`src/design/ccd_ctrl_map.vh`:
```
// constants for the serial-memory page and refresh controller
`ifndef CCD_CTRL_MAP_VH
`define CCD_CTRL_MAP_VH
`define PAGE_COUNT 9'h100
`define STROBE_DIV 3'h4
`define SENSE_HALF_NS 16'h0028
`define CLK_NS 16'h0008
`define SENSE_HALF_CYC (`SENSE_HALF_NS / `CLK_NS)
`define REFRESH_DIV_DEF 16'h0100
`define PAGE_LIMIT_DEF 16'h0200
`define BURST_LEN_DEF 9'h020
`define BUSY_DECODE 16'h01f0
`define MODE_BURST 2'h0
`define MODE_DIST 2'h1
`define MODE_ADAPT 2'h2
`endif

```
`src/design/sense_clock_gen.v`:
```
// sense clock and array shift strobe generator with clock enable
`timescale 1ns/1ps
`default_nettype none
`include "ccd_ctrl_map.vh"
module sense_clock_gen (
  input wire clk,
  input wire rst,
  input wire run,
  output reg sense_ff,
  output reg strobe_ff,
  output reg cycle_done_ff
);
  reg [15:0] half_ff;
  reg [1:0] phase_ff;
  always @(posedge clk) begin
    cycle_done_ff <= 1'b0;
    if (rst) begin
      half_ff <= 16'h0000;
      phase_ff <= 2'h0;
      sense_ff <= 1'b0;
      strobe_ff <= 1'b0;
    end else if (half_ff != 16'h0000) begin
      half_ff <= half_ff - 16'h0001;
    end else if (sense_ff) begin
      // falling edge ends one sense cycle; strobe drops with it
      sense_ff <= 1'b0;
      strobe_ff <= 1'b0;
      half_ff <= `SENSE_HALF_CYC - 16'h0001;
      phase_ff <= phase_ff + 2'h1;
      cycle_done_ff <= 1'b1;
    end else if (run) begin
      sense_ff <= 1'b1;
      strobe_ff <= (phase_ff == 2'h3);
      half_ff <= `SENSE_HALF_CYC - 16'h0001;
    end
  end
endmodule // sense_clock_gen
`default_nettype wire

```
`src/design/adaptive_counters.v`:
```
// refresh and page-time counters for adaptive refresh
`timescale 1ns/1ps
`default_nettype none
`include "ccd_ctrl_map.vh"
module adaptive_counters (
  input wire clk,
  input wire rst,
  input wire osc_tick,
  input wire sense_cycle,
  input wire [15:0] page_limit,
  output reg refresh_demand_ff,
  output reg page_change_ff,
  output reg busy_decode_ff
);
  reg [15:0] refresh_cnt_ff;
  reg [15:0] page_time_ff;
  reg [15:0] nxt_refresh_cnt;
  always @* begin
    nxt_refresh_cnt = refresh_cnt_ff;
    if (osc_tick && !sense_cycle) begin
      nxt_refresh_cnt = refresh_cnt_ff + 16'h0001;
    end else if (!osc_tick && sense_cycle && refresh_cnt_ff != 16'h0000) begin
      nxt_refresh_cnt = refresh_cnt_ff - 16'h0001;
    end
  end
  always @(posedge clk) begin
    if (rst) begin
      refresh_cnt_ff <= 16'h0000;
      page_time_ff <= 16'h0000;
      refresh_demand_ff <= 1'b0;
      page_change_ff <= 1'b0;
      busy_decode_ff <= 1'b0;
    end else begin
      refresh_cnt_ff <= nxt_refresh_cnt;
      refresh_demand_ff <= (nxt_refresh_cnt != 16'h0000);
      if (sense_cycle) begin
        page_time_ff <= 16'h0000;
      end else if (osc_tick && page_time_ff != page_limit) begin
        page_time_ff <= page_time_ff + 16'h0001;
      end
      page_change_ff <= (page_time_ff == page_limit);
      busy_decode_ff <= (page_time_ff >= `BUSY_DECODE);
    end
  end
endmodule // adaptive_counters
`default_nettype wire

```
`src/design/ccd_page_refresh_controller.v`:
```
// page, search and refresh controller for a short-loop serial memory
// Function
// - one shift strobe per four sense clocks
// - write strobe low no later than select
// - eight-bit register address port
// - burst refresh of 256/b fast clocks
// - distributed refresh: one clock per period/256
// - adaptive refresh takes over when limits near
// - counters clocked by temperature oscillator
// - refresh counter up tick, down sense
// - page-time counter clears on sense, carry forces
// - page counter tracks current page position
// - host loads target, compared with counter
// - match stops clocks, signals host ready
// - search fast, refresh slow; here both run at the same sense clock rate from sense_clock_gen
// - clock enable halts or runs clocks
// - plain square sense clock is allowed
// - ready/busy indication to host
// - busy from page change or decode
// - select only when sense and strobe low
// - short sense-low time limits serial select
// - page mode with counter address preferred
// - keep select active minimum time
// - idle clock rate lowered to minimum
// - address register buffers host address; with serial_mode high mem_addr takes access_addr directly, bypassing it
`timescale 1ns/1ps
`default_nettype none
`include "ccd_ctrl_map.vh"
module ccd_page_refresh_controller (
  input wire clk,
  input wire rst,
  input wire [1:0] refresh_mode,
  input wire osc_tick,
  input wire [15:0] refresh_div,
  input wire [8:0] burst_len,
  input wire [15:0] page_limit,
  input wire search_req,
  input wire [7:0] target_page,
  input wire access_req,
  input wire access_write,
  input wire serial_mode,
  input wire [7:0] access_addr,
  input wire access_din,
  input wire mem_dout,
  output reg sense_clock,
  output reg shift_strobe,
  output reg chip_select_n,
  output reg write_n,
  output reg [7:0] mem_addr,
  output reg mem_din,
  output reg mem_din_oe,
  output reg [7:0] page_pos,
  output reg ready,
  output reg busy,
  output reg page_found,
  output reg access_done,
  output reg access_dout
);
  localparam [4:0] ST_IDLE = 5'h01;
  localparam [4:0] ST_SEARCH = 5'h02;
  localparam [4:0] ST_REFRESH = 5'h04;
  localparam [4:0] ST_ACCESS = 5'h08;
  localparam [4:0] ST_FINISH = 5'h10;
  reg [4:0] state_ff;
  reg [4:0] nxt_state;
  reg [7:0] target_ff;
  reg [7:0] page_ff;
  reg [7:0] addr_ff;
  reg write_ff;
  reg din_ff;
  reg [15:0] dist_cnt_ff;
  reg dist_due_ff;
  reg [8:0] burst_left_ff;
  reg [8:0] nxt_burst_left;
  reg run;
  wire sense_w;
  wire strobe_w;
  wire cycle_done;
  wire refresh_demand;
  wire page_change;
  wire busy_decode;
  wire need_refresh;
  wire clocks_low;
  sense_clock_gen u_clk (
    .clk(clk),
    .rst(rst),
    .run(run),
    .sense_ff(sense_w),
    .strobe_ff(strobe_w),
    .cycle_done_ff(cycle_done)
  );
  adaptive_counters u_adapt (
    .clk(clk),
    .rst(rst),
    .osc_tick(osc_tick),
    .sense_cycle(cycle_done),
    .page_limit(page_limit),
    .refresh_demand_ff(refresh_demand),
    .page_change_ff(page_change),
    .busy_decode_ff(busy_decode)
  );
  // distributed refresh divider on the oscillator ticks
  always @(posedge clk) begin
    if (rst) begin
      dist_cnt_ff <= 16'h0000;
      dist_due_ff <= 1'b0;
    end else begin
      if (osc_tick) begin
        if (dist_cnt_ff >= refresh_div - 16'h0001) begin
          dist_cnt_ff <= 16'h0000;
          dist_due_ff <= 1'b1;
        end else begin
          dist_cnt_ff <= dist_cnt_ff + 16'h0001;
        end
      end
      if (state_ff == ST_REFRESH && cycle_done && !(osc_tick &&
          dist_cnt_ff >= refresh_div - 16'h0001)) begin
        dist_due_ff <= 1'b0;
      end
    end
  end
  // refresh need by selected method
  assign need_refresh = (refresh_mode == `MODE_DIST) ? dist_due_ff :
    (refresh_mode == `MODE_ADAPT) ? (refresh_demand | page_change) :
    dist_due_ff; // burst triggered by same period tick
  assign clocks_low = !sense_w && !strobe_w;
  always @* begin
    nxt_state = state_ff;
    nxt_burst_left = burst_left_ff;
    run = 1'b0;
    case (state_ff)
      ST_IDLE: begin
        // idle: no clocks unless refresh is due
        if (need_refresh) begin
          nxt_state = ST_REFRESH;
          nxt_burst_left = (refresh_mode == `MODE_BURST) ? burst_len : 9'h001;
        end else if (search_req) begin
          nxt_state = ST_SEARCH;
        end else if (access_req) begin
          nxt_state = ST_ACCESS;
        end
      end
      ST_SEARCH: begin
        run = (page_ff != target_ff);
        if (page_ff == target_ff && clocks_low) begin
          nxt_state = ST_FINISH;
        end
      end
      ST_REFRESH: begin
        run = (burst_left_ff != 9'h000);
        if (cycle_done && burst_left_ff != 9'h000) begin
          nxt_burst_left = burst_left_ff - 9'h001;
        end
        if (burst_left_ff == 9'h000 && clocks_low) begin
          nxt_state = ST_IDLE;
        end
      end
      ST_ACCESS: begin
        // clocks halted for page access
        if (clocks_low) begin
          nxt_state = ST_FINISH;
        end
      end
      ST_FINISH: begin
        nxt_state = ST_IDLE;
      end
      default: begin
        nxt_state = ST_IDLE;
      end
    endcase
  end
  always @(posedge clk) begin
    if (rst) begin
      state_ff <= ST_IDLE;
      burst_left_ff <= 9'h000;
      target_ff <= 8'h00;
      page_ff <= 8'h00;
      addr_ff <= 8'h00;
      write_ff <= 1'b0;
      din_ff <= 1'b0;
    end else begin
      state_ff <= nxt_state;
      burst_left_ff <= nxt_burst_left;
      if (state_ff == ST_IDLE && search_req) begin
        target_ff <= target_page;
      end
      if (state_ff == ST_IDLE && access_req) begin
        addr_ff <= access_addr;
        write_ff <= access_write;
        din_ff <= access_din;
      end
      if (cycle_done) begin
        page_ff <= page_ff + 8'h01;
      end
    end
  end
  // outputs all registered
  always @(posedge clk) begin
    if (rst) begin
      sense_clock <= 1'b0;
      shift_strobe <= 1'b0;
      chip_select_n <= 1'b1;
      write_n <= 1'b1;
      mem_addr <= 8'h00;
      mem_din <= 1'b0;
      mem_din_oe <= 1'b0;
      page_pos <= 8'h00;
      ready <= 1'b0;
      busy <= 1'b0;
      page_found <= 1'b0;
      access_done <= 1'b0;
      access_dout <= 1'b0;
    end else begin
      sense_clock <= sense_w;
      shift_strobe <= strobe_w;
      page_pos <= page_ff;
      mem_addr <= serial_mode ? access_addr : addr_ff;
      // select one cycle, only with clocks low
      chip_select_n <= !(state_ff == ST_ACCESS && clocks_low);
      write_n <= !(state_ff == ST_ACCESS && write_ff);
      mem_din <= din_ff;
      mem_din_oe <= (state_ff == ST_ACCESS) && write_ff;
      page_found <= (state_ff == ST_SEARCH) && (nxt_state == ST_FINISH);
      access_done <= (state_ff == ST_ACCESS) && (nxt_state == ST_FINISH);
      // read data captured during a selected read, then held
      if (!chip_select_n && write_n) begin
        access_dout <= mem_dout;
      end
      busy <= (state_ff != ST_IDLE) || page_change || busy_decode;
      ready <= (state_ff == ST_IDLE) && !page_change && !busy_decode;
    end
  end
endmodule // ccd_page_refresh_controller
`default_nettype wire

```
`config.mk`:
```
export PLATFORM = sky130hd
export DESIGN_NAME = ccd_page_refresh_controller
export DESIGN_NICKNAME = d
export VERILOG_FILES = /design/src/design/sense_clock_gen.v /design/src/design/adaptive_counters.v /design/src/design/ccd_page_refresh_controller.v
export VERILOG_INCLUDE_DIRS = /design/src /design/src/design
export SDC_FILE = /design/constraint.sdc
export NUM_CORES = 1
export LEC_CHECK = 0
export BUFFER_PORTS_ARGS = -buffer_cell sky130_fd_sc_hd__buf_4
export CORE_UTILIZATION = 58
export CTS_CLUSTER_SIZE = 20
export DETAILED_ROUTE_END_ITERATION = 8
export GPL_ROUTABILITY_DRIVEN = 0
export PLACE_DENSITY = 0.8
export SYNTH_ARGS = -nofsm -noshare
export SYNTH_HDL_FRONTEND = slang
export SYNTH_HIERARCHICAL = 1
export SYNTH_SLANG_ARGS = --single-unit
```
`constraint.sdc`:
```
create_clock -name clk -period 4.6 [get_ports clk]
set_input_delay 0.92 -clock clk [delete_from_list [all_inputs] [get_ports clk]]
set_output_delay 0.92 -clock clk [all_outputs]
set_load 0.02 [all_outputs]
```
# Word level (Yosys, flattened, before mapping)
# Cells that the tools add are included.
# word_totals
register_bits	140
inputBits	68
out_inout_bits	27
elab_cells	134
# op_classes
n_addsub	9
n_lt_le_gt_ge	2
eq_ne	15
mux	26
bitwise_logic	2
n_reduce_logical	48
# op_table
op	n
$mux 16	6
$add 16x1->16 const B	3
$reduce_bool 16->1	3
$sub 16x1->16 const B	3
$mux 5	6
$mux 9	3
$logic_and 1x1->1	20
$pmux 5 s4	1
$pmux 9 s2	1
$eq 16x16->1	1
$ge 16x16->1	1
$ge 16x9->1 const B	1
$ne 16x16->1	1
$logic_not 1->1	10
$logic_not 9->1	1
$reduce_bool 9->1	1
$sub 9x1->9 const B	1
$add 8x1->8 const B	1
$eq 8x8->1	1
$mux 8	1
$ne 8x8->1	1
$mux 1	7
$reduce_and 2->1	3
$reduce_or 2->1	3
19 further kinds	22

# Longest topological paths before layout
# Gate-level depths: netlist of the first run.
# depth
ltp_word	7
mapped_depth	13
mapped_depth_nobuf	12

# Modules after synthesis
# The synthesis of the first run kept the hierarchy.
# modules_own_cells
module	n_inst	cells_each	area_each_um2	seq_area_each_um2
ccd_page_refresh_controller	1	474	4131.5	1681.6
adaptive_counters	1	254	2100.8	700.7
sense_clock_gen	1	124	1084.8	420.4

# Worst setup path after synthesis of the first run
# Ideal clock, no wire load.
# synth_path
path_type	in2reg
start	in refresh_div[7]
end	reg dist_cnt_ff[13]
setup_time_ns	0.070
t_arrival_ns	3.453
required_time_ns	4.530
slack_ns	1.077
path_stages	12
n_path_buf	1
cell_sequence	or4_1 nor3_1 nand2_1 nor3_1 xnor2_1 ha_1 a211oi_1 o21ai_1 a221oi_2 o211ai_1 buf_2 a21oi_1
# synth_via
elab_chain_len	3
# synth_lines
item	line_no	rtl
start, declared	ccd_page_refresh_controller.v:34	input wire [15:0] refresh_div,
$sub 16x1->16	ccd_page_refresh_controller.v:109	if (dist_cnt_ff >= refresh_div - 16'h0001) begin
$ge 16x16->1	ccd_page_refresh_controller.v:109	
$mux 16	ccd_page_refresh_controller.v:109	
end signal, assigned	ccd_page_refresh_controller.v:113	dist_cnt_ff <= dist_cnt_ff + 16'h0001;
end, declared	ccd_page_refresh_controller.v:71	reg [15:0] dist_cnt_ff;
# No other way between the ends.
# A chain may end at the register's enable or synchronous reset.

# Final worst setup path of the first run
# layout_path
start	in refresh_div[7]
end	reg dist_cnt_ff[4]
# The elaborated chain is that of the path after synthesis.

==> impl_metrics.env, run 1 <==
export IMPL_worstSetupEndpointType="register"
export IMPL_routed_wl_mm=15.59
export IMPL_period_minus_slack_ps=3672
export IMPL_ys_seq_elements=140
export IMPL_grt_max_degree=55
export IMPL_slew_viol_final=0
export IMPL_die_w_um=114.3
export IMPL_yosysTopAreaCellShare_pct=38.30
export IMPL_initial_utilization_pct=60.16
export IMPL_seq_area_um2=2803
export IMPL_syn_area_per_cell_um2=8.588
export IMPL_cts_tree="built"
export IMPL_clk_latency_ps=410
export IMPL_drc=0
export IMPL_tightest_slew_ps=986.7
export IMPL_yosys_area_top_type="dfxtp_1"
export IMPL_clock_skew_ps=5.633
export IMPL_yosysUniqueCellTypes=78
export IMPL_root_buffer="clkbuf_16"
export IMPL_areaGrowthSynthToFinish_pct=19.41
export IMPL_synth_edf_count=0
export IMPL_hold_path_class="register to register"
export IMPL_mostFrequentLayoutCell="dfxtp_1"
export IMPL_reg2reg_slack_ps=1910
export IMPL_crit_top_cell="nor3_1"
export IMPL_io_pins=95
export IMPL_grt_remaining_overflow=0
export IMPL_synth_compound_area_share_pct=14.35
export IMPL_synth_xor_area_share_pct=9.696
export IMPL_wire_per_inst_um=13.98
export IMPL_ff2ff_path_depth=9
export IMPL_synth_top_family_by_area="simple AND/OR/NAND/NOR gates"
export IMPL_grt_pass1_vias=5804
export IMPL_dieArea_um2=13070
export IMPL_fin_crit_sh_pct=79.83
export IMPL_ant_nets=0
export IMPL_cap_violations=0
export IMPL_outcome="complete, no violations"
export IMPL_cts_setup_buffers=0
export IMPL_irDropWorstVdd_mv=0.4400
export IMPL_diodes=0
export IMPL_core_um2=12160
export IMPL_drt_iter0_drc=426
export IMPL_layout_cells_non_filler=1115
export IMPL_ys_top_cells_by_area="dfxtp_1, xnor2_1, a21oi_1, ha_1, xor2_1"
export IMPL_hold_viol_final=0
export IMPL_synth_fa_ha_area_share_pct=4.788
export IMPL_synthMuxAreaShare_pct=1.966
export IMPL_max_stage_delay_ps=550
export IMPL_viasPerCell=5.691
export IMPL_synth_cells=852
export IMPL_async_flop_share_pct=0
export IMPL_hp_start="din_ff"
export IMPL_netlist_area_um2=7317
export IMPL_hpwlAfterDp_mm=11.03
export IMPL_whs_path_depth=2
export IMPL_powerDensity_nw_per_um2=429.5
export IMPL_cp_slowest_cell="or4_1"
export IMPL_seqPwrFrac_pct=38.2
export IMPL_critPathRequiredTime_ps=4930
export IMPL_rsz0062_at_grt="false"
export IMPL_port_buffers=94
export IMPL_clock_path_buffers=2
export IMPL_final_cell_mix="dfxtp_1, buf_4, nor2_1, a21oi_1, nand2_1"
export IMPL_dp_cells=1084
export IMPL_synth_main_ff_cell="dfxtp_1"
export IMPL_crit_chain="buf_4 > or4_1 > nor3_1 > nand2_1 > nor3_1 > xnor2_1 > ha_1 > a211oi_1 > o21ai_1 > a221oi_2 > o211ai_1 > a21oi_1"
export IMPL_crit_fanout=13
export IMPL_fmax_mhz=272.3
export IMPL_cts_sinks=140
export IMPL_clockPowerShare_pct=38.5
export IMPL_switching_share_pct=30.29
export IMPL_finalSetupTns_ps=0
export IMPL_cts_clk_slew_worst_paths_ps=60
export IMPL_grt_pass1_wl_mm=26.76
export IMPL_leakage_nw=3.404
export IMPL_reg2reg_from="u_adapt/refresh_cnt_ff[0]"
export IMPL_start_kind="primary input"
export IMPL_syn_num_nets=948
export IMPL_grt_usage_pct=25.25
export IMPL_holdBufCountCts=0
export IMPL_r2r_end="u_adapt/refresh_demand_ff"
export IMPL_path_class="primary input to register"
export IMPL_critical_path_arrival_ps=4010
export IMPL_yosys_warnings=6
export IMPL_via_count=6345
export IMPL_htreeDepth=4
export IMPL_setup_viol=0
export IMPL_num_rows=40
export IMPL_slew_headroom_pct=33.93
export IMPL_p_int_mw=2.616
export IMPL_cts_buffers_inserted=17
export IMPL_drive_gt1_share_pct=16.68
export IMPL_dieHeight_um=114.3
export IMPL_p_sw_mw=1.137
export IMPL_fillCellCount=948
export IMPL_hold_path_end="din_ff"
export IMPL_cts_resized=0
export IMPL_antenna_found_initial=0
export IMPL_yosys_area_share_simple_pct=27.34
export IMPL_drt_first_pass_iters=5
export IMPL_multi_input_area_um2=4254
export IMPL_power_frac_comb_pct=23.3
export IMPL_nets=1031
export IMPL_ys_seq_area_share_pct=38.30
## synth_stat cells, types with 5 or more instances
cell type	number
a21oi_1	73
a31oi_1	8
and3_1	12
and4_1	6
clkbuf_1	22
dfxtp_1	140
ha_1	28
inv_1	30
mux2i_1	11
nand2_1	59
nand2b_1	7
nand3_1	40
nand3b_1	6
nand4_1	22
nor2_1	86
nor2b_1	22
nor3_1	23
nor3b_1	6
nor4_1	10
o211ai_1	6
o21ai_0	16
o21ai_1	11
o22ai_1	5
or2_2	6
or3_1	21
or4_1	6
xnor2_1	44
xor2_1	37
## worst max path at each step
| stage | start | to | slack [ps] |
|---|---|---|---|
| 6_report | refresh_div[7] | dist_cnt_ff[4] | 930 |
| 5_1_grt | refresh_div[7] | dist_cnt_ff[6] | 660 |
| 4_1_cts | refresh_div[7] | dist_cnt_ff[4] | 920 |
| 3_5_place_dp | refresh_div[7] | dist_cnt_ff[7] | 480 |
| 3_3_place_gp | refresh_div[7] | dist_cnt_ff[13] | 620 |
| 2_1_floorplan | refresh_div[7] | dist_cnt_ff[13] | 1080 |
## cell families (layout without fill, tap and decap cells)
logic type,after synthesis,after routing
mux,14,14
xor+xnor,81,81
compound gates,163,163
fa+ha+maj,28,28
buf+inv,63,158
simple gates,363,363
flops,140,140
## cell type report
type | count | share of cell area [%]
Clock inverter | 12 | 2.134
Inverter | 30 | 1.289
Timing Repair Buffer | 97 | 8.335
Clock buffer | 19 | 5.069
Tap cell | 168 | 2.406
Sequential cell | 140 | 32.08
Multi-Input combinational cell | 649 | 48.69
## worst max-delay path: cells and delay by family
family                   cells  cell delay, ps
XOR/XNOR                     1             150
AND/OR/NAND/NOR              4            1020
buffers and inverters        1             120
AO/OA/AOI/OAI                5            1520
adder cells (fa/ha/maj)      1             280
## flip-flops by register name, indices dropped and copies added, names as in the netlist, 5 cells and up
name and cells:
u_adapt/page_time_ff 16, u_clk/half_ff 16, addr_ff 8, dist_cnt_ff 16, u_adapt/refresh_cnt_ff 16, mem_addr 8
target_ff 8, burst_left_ff 9, page_ff 8, state_ff 5, page_pos 8
## layer usage
| metal | wire (um) | share of wire (%) | track usage (%) | vias up |
|---|---|---|---|---|
| met2 | 7516 | 48 | 41.78 | 146 |
| li1 | - | - | - | 3223 |
| met5 | 0 | 0 | 0 | - |
| met3 | 621 | 4.0 | 5.717 | 18 |
| met1 | 7279 | 47 | 33.31 | 2958 |
| met4 | 170 | 1.1 | 6.407 | 0 |
## power by group through the flow
stage | combinational, mW | sequential (mW) | clock, mW
CTS | 0.877 | 1.43 | 1.46
floorplan | 0.654 | 1.45 | 0
detailed placement | 0.865 | 1.46 | 0
finish | 0.875 | 1.43 | 1.45
global placement | 0.848 | 1.45 | 0
global route | 0.976 | 1.45 | 1.52
## per-stage QoR
| step | power [mW] | hold WS, ps | setup WS [ps] | instance area [um2] | utilization (%) |
|---|---|---|---|---|---|
| 6_report | 3.753 | 455.1 | 927.9 | 8737 | 71.84 |
| 3_5_place_dp | 2.320 | 445.8 | 482.4 | 8108 | 66.67 |
| 5_1_grt | 3.949 | 474.8 | 664.0 | 8737 | 71.84 |
| 2_1_floorplan | 2.105 | 431.5 | 1077 | 7317 | - |
| 3_3_place_gp | 2.300 | 442.1 | 616.3 | 8108 | 66.67 |
| 4_1_cts | 3.774 | 454.0 | 919.2 | 8737 | 71.84 |
Power figures use the tool's default switching activity.
==> run 2, diff against run 1 <==
--- a/config.mk
+++ b/config.mk
@@ -7,11 +7,11 @@
 export NUM_CORES = 1
 export LEC_CHECK = 0
 export BUFFER_PORTS_ARGS = -buffer_cell sky130_fd_sc_hd__buf_4
-export CORE_UTILIZATION = 58
+export CORE_UTILIZATION = 53
 export CTS_CLUSTER_SIZE = 20
 export DETAILED_ROUTE_END_ITERATION = 8
 export GPL_ROUTABILITY_DRIVEN = 0
-export PLACE_DENSITY = 0.8
+export PLACE_DENSITY = 0.77
 export SYNTH_ARGS = -nofsm -noshare
 export SYNTH_HDL_FRONTEND = slang
 export SYNTH_HIERARCHICAL = 1
==> constraint.sdc (replaced) <==
create_clock -name clk -period 3.15 [get_ports clk]
set_input_delay 0.63 -clock clk [delete_from_list [all_inputs] [get_ports clk]]
set_output_delay 0.63 -clock clk [all_outputs]
set_load 0.02 [all_outputs]
==> run 2 against run 1 <==
Die area is 9.3% higher. Clock skew is 1.7 ps higher. Critical path depth stayed put. Via count is 0.69% higher. Sequential cell count stayed put. Critical path type unchanged. Critical endpoint is now dist_cnt_ff[9]. Highest routed layer unchanged.
==> impl_metrics.env, run 2 (same netlist as run 1, synthesis figures left out) <==
export IMPL_reg2reg_slack_ps=540
export IMPL_critPathRequiredTime_ps=3500
export IMPL_grt_pass1_wl_mm=26.68
export IMPL_max_stage_delay_ps=530
export IMPL_fmax_mhz=345.8
export IMPL_cp_slowest_cell="or4_4"
export IMPL_seqPwrFrac_pct=38.4
export IMPL_grtUsageMet1_pct=30.37
export IMPL_path_depth=12
export IMPL_cts_buffers_inserted=17
export IMPL_cts_setup_buffers=0
export IMPL_switching_share_pct=31.43
export IMPL_critPathBufInv=2
export IMPL_crit_start="refresh_div[7]"
export IMPL_nets=1044
export IMPL_grt_usage_pct=22.89
export IMPL_hold_viol_final=0
export IMPL_num_rows=42
export IMPL_crit_chain="buf_4 > or4_4 > or2_4 > nor4_2 > xnor2_1 > ha_1 > o211ai_1 > nor2_1 > a221oi_2 > o211ai_1 > buf_4 > a21oi_1"
export IMPL_diodes=0
export IMPL_busiest_layer="met2"
export IMPL_cts_resized=0
export IMPL_crit_family="simple AND/OR/NAND/NOR gates"
export IMPL_period_minus_slack_ps=2892
export IMPL_hold_path_class="primary input to register"
export IMPL_cts_sinks=140
export IMPL_powerDensity_nw_per_um2=616.2
export IMPL_antenna_found_initial=0
export IMPL_grt_met2_usage_pct=36.96
export IMPL_cts_clk_slew_worst_paths_ps=60
export IMPL_grtUsageMet3_pct=5.086
export IMPL_htreeDepth=4
export IMPL_tightest_slew_ps=720.0
export IMPL_irDropWorstVdd_mv=0.3836
export IMPL_via_count=6389
export IMPL_holdBufCountCts=0
export IMPL_drive_gt1_share_pct=18.31
export IMPL_viasPerCell=5.619
export IMPL_rsz0062_at_grt="false"
export IMPL_grt_remaining_overflow=0
export IMPL_critical_path_arrival_ps=3240
export IMPL_path_class="primary input to register"
export IMPL_die_w_um=119.5
export IMPL_drt_first_pass_iters=5
export IMPL_root_buffer="clkbuf_16"
export IMPL_hpwlAfterDp_mm=11.08
export IMPL_slew_headroom_pct=51.63
export IMPL_reg2reg_from="u_adapt/refresh_cnt_ff[0]"
export IMPL_drt_iter0_drc=497
export IMPL_dieHeight_um=119.5
export IMPL_wire_per_inst_um=13.89
export IMPL_slew_viol_final=0
export IMPL_start_kind="primary input"
export IMPL_fin_crit_sh_pct=91.80
export IMPL_r2r_end="u_adapt/refresh_demand_ff"
export IMPL_clock_path_buffers=2
export IMPL_initial_utilization_pct=54.82
export IMPL_cts_tree="built"
export IMPL_core_um2=13350
export IMPL_outcome="complete, no violations"
export IMPL_crit_fanout=13
export IMPL_port_buffers=94
export IMPL_io_pins=95
export IMPL_clock_skew_ps=7.382
export IMPL_final_cell_mix="dfxtp_1, buf_4, nor2_1, a21oi_1, nand2_1"
export IMPL_finalSetupTns_ps=0
export IMPL_mostFrequentLayoutCell="dfxtp_1"
export IMPL_routed_wl_mm=15.79
export IMPL_leakage_nw=3.481
export IMPL_multi_input_area_um2=4274
export IMPL_cap_violations=0
export IMPL_ff2ff_path_depth=9
export IMPL_grt_pass1_vias=5820
export IMPL_areaGrowthSynthToFinish_pct=20.88
export IMPL_crit_end="dist_cnt_ff[9]"
export IMPL_setup_viol=0
export IMPL_dieArea_um2=14280
export IMPL_fillCellCount=1145
export IMPL_worstSetupEndpointType="register"
export IMPL_holdWs_ps=445.9
export IMPL_clockPowerShare_pct=37.7
export IMPL_ant_nets=0
export IMPL_p_sw_mw=1.713
export IMPL_grt_max_degree=61
export IMPL_power_frac_comb_pct=23.9
export IMPL_drc=0
export IMPL_clk_latency_ps=420
export IMPL_p_int_mw=3.737
export IMPL_seq_area_um2=2803
[run 2: cell types whose count changed in the layout (fill, tap and decap cells not counted), moves of 2 or more]
| cell | delta |
|---|---|
| buf_4 | +13 |
| clkinv_2 | +4 |
| clkinv_4 | -2 |
| clkinvlp_4 | -2 |
| inv_6 | +2 |
| inv_8 | +2 |
[run 2: through the flow]
step | util, % | setup slack (ps) | std cells | cell area (um2) | total power, mW
floorplan | - | -35.17 | 852 | 7340 | 3.075
CTS | 66.26 | 280.5 | 1137 | 8845 | 5.473
detailed placement | 61.70 | -172.1 | 1105 | 8235 | 3.401
global route | 66.26 | 52.86 | 1137 | 8845 | 5.717
global placement | 61.70 | -131.1 | 1105 | 8235 | 3.369
finish | 66.26 | 258.4 | 1137 | 8845 | 5.450
[run 2: worst reg2reg max path, delay by kind of cell (launching register included)]
family | cells | cell delay (ps)
AOI/OAI and AO/OA | 3 | 920
xor gates and xnor gates | 1 | 190
adders and majority gates | 1 | 200
buffers and inverters | 1 | 100
DFF | 1 | 460
and+or+nand+nor | 3 | 590
[run 2: power groups by stage]
stage                     Clock (mW)  Combinational (mW)  Sequential (mW)
final                           2.06                1.30             2.09
after global routing            2.16                1.44             2.11
after CTS                       2.09                1.29             2.09
after detailed placement           0                1.27             2.13
after global placement             0                1.25             2.12
after floorplan                    0               0.956             2.12
[run 2: area by class of cell]
class	count	share of cell area, %
multi-input combinational	649	48.32
clock inverter	15	2.079
timing repair buffer	110	9.337
inverter	30	1.273
tap	176	2.490
sequential	140	31.69
clock buffer	17	4.810
[run 2: how the worst min path moves through the flow]
stage | startpoint | end | slack, ps | cells past startpoint
finish | mem_dout | access_dout | 450 | 3
CTS | access_addr[2] | mem_addr[2] | 440 | 3
detailed placement | din_ff | din_ff | 450 | 2
global route | access_addr[4] | mem_addr[4] | 450 | 3
floorplan | write_ff | write_ff | 430 | 2
global placement | addr_ff[0] | addr_ff[0] | 440 | 2
[run 2: routing by layer]
metal / vias to the layer above / wire length, um
li1: 3249 / -
met5: - / 0
met1: 2979 / 7504
met4: 0 / 222
met3: 23 / 669
met2: 138 / 7397
==> run 3, diff against run 2 <==
--- a/config.mk
+++ b/config.mk
@@ -8,10 +8,12 @@
 export LEC_CHECK = 0
 export BUFFER_PORTS_ARGS = -buffer_cell sky130_fd_sc_hd__buf_4
 export CORE_UTILIZATION = 53
-export CTS_CLUSTER_SIZE = 20
+export CTS_CLUSTER_SIZE = 25
 export DETAILED_ROUTE_END_ITERATION = 8
 export GPL_ROUTABILITY_DRIVEN = 0
+export GPL_TIMING_DRIVEN = 1
 export PLACE_DENSITY = 0.77
+export RECOVER_POWER = 100
 export SYNTH_ARGS = -nofsm -noshare
 export SYNTH_HDL_FRONTEND = slang
 export SYNTH_HIERARCHICAL = 1
==> run 3 against run 2 <==
Sequential cell count unchanged. Clock-buffer cell count unchanged. Die area is the same. Final cell count unchanged. Worst setup slack lost 37 ps. Non-clock buffer count unchanged. Total power shrank 1.1%. Hold slack improved by 0.84 ps. Combinational power is 4% lower. Sequential share of layout area grew 0.66 points. Critical path type unchanged. Highest routed layer unchanged.
==> impl_metrics.env, run 3 (same netlist as run 1, synthesis figures left out) <==
export IMPL_critPathRequiredTime_ps=3470
export IMPL_root_buffer="clkbuf_16"
export IMPL_slew_viol_final=0
export IMPL_holdBufCountCts=0
export IMPL_rsz0062_at_grt="false"
export IMPL_seq_area_um2=2803
export IMPL_layout_cells_non_filler=1137
export IMPL_start_kind="primary input"
export IMPL_dieArea_um2=14280
export IMPL_grt_usage_pct=22.89
export IMPL_multi_input_area_um2=4208
export IMPL_final_core_util_pct=64.91
export IMPL_clock_skew_ps=6.075
export IMPL_cts_buffers_inserted=17
export IMPL_fillCellCount=1193
export IMPL_grt_pass1_vias=5820
export IMPL_path_class="primary input to register"
export IMPL_holdWs_ps=446.8
export IMPL_slew_headroom_pct=16.93
export IMPL_via_count=6364
export IMPL_fin_crit_sh_pct=92.99
export IMPL_ff2ff_path_depth=7
export IMPL_max_stage_delay_ps=530
export IMPL_final_cell_mix="dfxtp_1, nor2_1, buf_4, a21oi_1, nand2_1"
export IMPL_tightest_slew_ps=1246
export IMPL_diodes=0
export IMPL_initial_utilization_pct=54.82
export IMPL_irDropWorstVdd_mv=0.3853
export IMPL_cp_slowest_cell="or4_4"
export IMPL_grt_remaining_overflow=0
export IMPL_viasPerCell=5.597
export IMPL_dp_cells=1105
export IMPL_crit_fanout=4
export IMPL_cap_violations=0
export IMPL_whs_path_depth=3
export IMPL_fmax_mhz=341.4
export IMPL_num_rows=42
export IMPL_setup_viol=0
export IMPL_routed_wl_mm=15.95
export IMPL_reg2reg_from="u_adapt/refresh_cnt_ff[6]"
export IMPL_critical_path_arrival_ps=3250
export IMPL_hpwlAfterDp_mm=11.08
export IMPL_drt_iter0_drc=473
export IMPL_r2r_end="u_adapt/refresh_demand_ff"
export IMPL_dieHeight_um=119.5
export IMPL_outcome="complete, no violations"
export IMPL_mostFrequentLayoutCell="dfxtp_1"
export IMPL_critPathBufInv=2
export IMPL_drive_gt1_share_pct=14.36
export IMPL_crit_chain="clkbuf_4 > or4_4 > or2_4 > nor4_2 > xnor2_1 > ha_1 > o211ai_1 > nor2_1 > a221oi_2 > clkbuf_1 > o211ai_1 > and3_1"
export IMPL_drt_first_pass_iters=5
export IMPL_period_minus_slack_ps=2929
export IMPL_hp_start="mem_dout"
export IMPL_die_w_um=119.5
export IMPL_nets=1044
export IMPL_drc=0
export IMPL_core_um2=13350
export IMPL_clock_path_buffers=2
export IMPL_cts_resized=0
export IMPL_finalSetupTns_ps=0
export IMPL_wire_per_inst_um=14.02
export IMPL_worstSetupEndpointType="register"
export IMPL_crit_top_cell="o211ai_1"
export IMPL_leakage_nw=3.348
export IMPL_cts_clk_slew_worst_paths_ps=60
export IMPL_areaGrowthSynthToFinish_pct=18.42
export IMPL_hold_path_class="primary input to register"
export IMPL_cts_sinks=140
export IMPL_antenna_found_initial=0
export IMPL_io_pins=95
export IMPL_cts_setup_buffers=0
export IMPL_clk_latency_ps=430
export IMPL_grt_pass1_wl_mm=26.68
export IMPL_reg2reg_slack_ps=320
export IMPL_hold_path_end="access_dout"
export IMPL_crit_family="simple AND/OR/NAND/NOR gates"
export IMPL_port_buffers=94
export IMPL_hold_viol_final=0
export IMPL_ant_nets=0
export IMPL_powerDensity_nw_per_um2=622.1
export IMPL_htreeDepth=4
export IMPL_cts_tree="built"
export IMPL_grt_max_degree=61
-- run 3: cell count changes in the layout (fill, tap and decap cells not counted), sizes merged --
cell	delta
clkbuf	+32
buf	-32
-- run 3: where the power goes --
part | internal [mW] | switching, mW
Combinational | 0.503 | 0.746
Sequential | 1.93 | 0.149
Clock | 1.26 | 0.801
-- run 3: metal layers --
| layer | wire (um) | vias up | GRT usage [%] |
|---|---|---|---|
| met4 | 240 | 0 | 7.187 |
| met3 | 576 | 24 | 5.086 |
| met5 | 0 | - | 0 |
| met1 | 7715 | 2995 | 30.37 |
| li1 | - | 3240 | - |
| met2 | 7414 | 105 | 36.96 |
-- run 3: tightest hold or removal path, cell delays in order --
cell	delay (ps)
buf_4	80
mux2i_1	50
nor2_1	80
-- run 3: layout make-up --
class,instances,area share (%)
Timing Repair Buffer,110,8.217
Clock inverter,15,2.123
Inverter,30,1.300
Sequential cell,140,32.35
Tap cell,176,2.542
Clock buffer,17,4.910
Multi-Input combinational cell,649,48.56
-- run 3: worst max-delay path by stage --
stage                    from               to  slack, ps  cells past startpoint
2_1_floorplan  refresh_div[7]  dist_cnt_ff[13]        -40                     11
3_3_place_gp   refresh_div[7]      dist_due_ff       -130                     12
5_1_grt        refresh_div[7]      dist_due_ff         30                     12
6_report       refresh_div[7]      dist_due_ff        220                     12
3_5_place_dp   refresh_div[7]  dist_cnt_ff[11]       -170                     12
4_1_cts        refresh_div[7]  dist_cnt_ff[11]        280                     12
-- run 3: through the flow --
| step | area [um2] | total power [mW] | setup WS, ps |
|---|---|---|---|
| after CTS | 8845 | 5.473 | 280.5 |
| final | 8665 | 5.391 | 220.9 |
| after global routing | 8665 | 5.648 | 27.95 |
| after floorplan | 7340 | 3.075 | -35.17 |
| after detailed placement | 8235 | 3.401 | -172.1 |
| after global placement | 8235 | 3.369 | -131.1 |
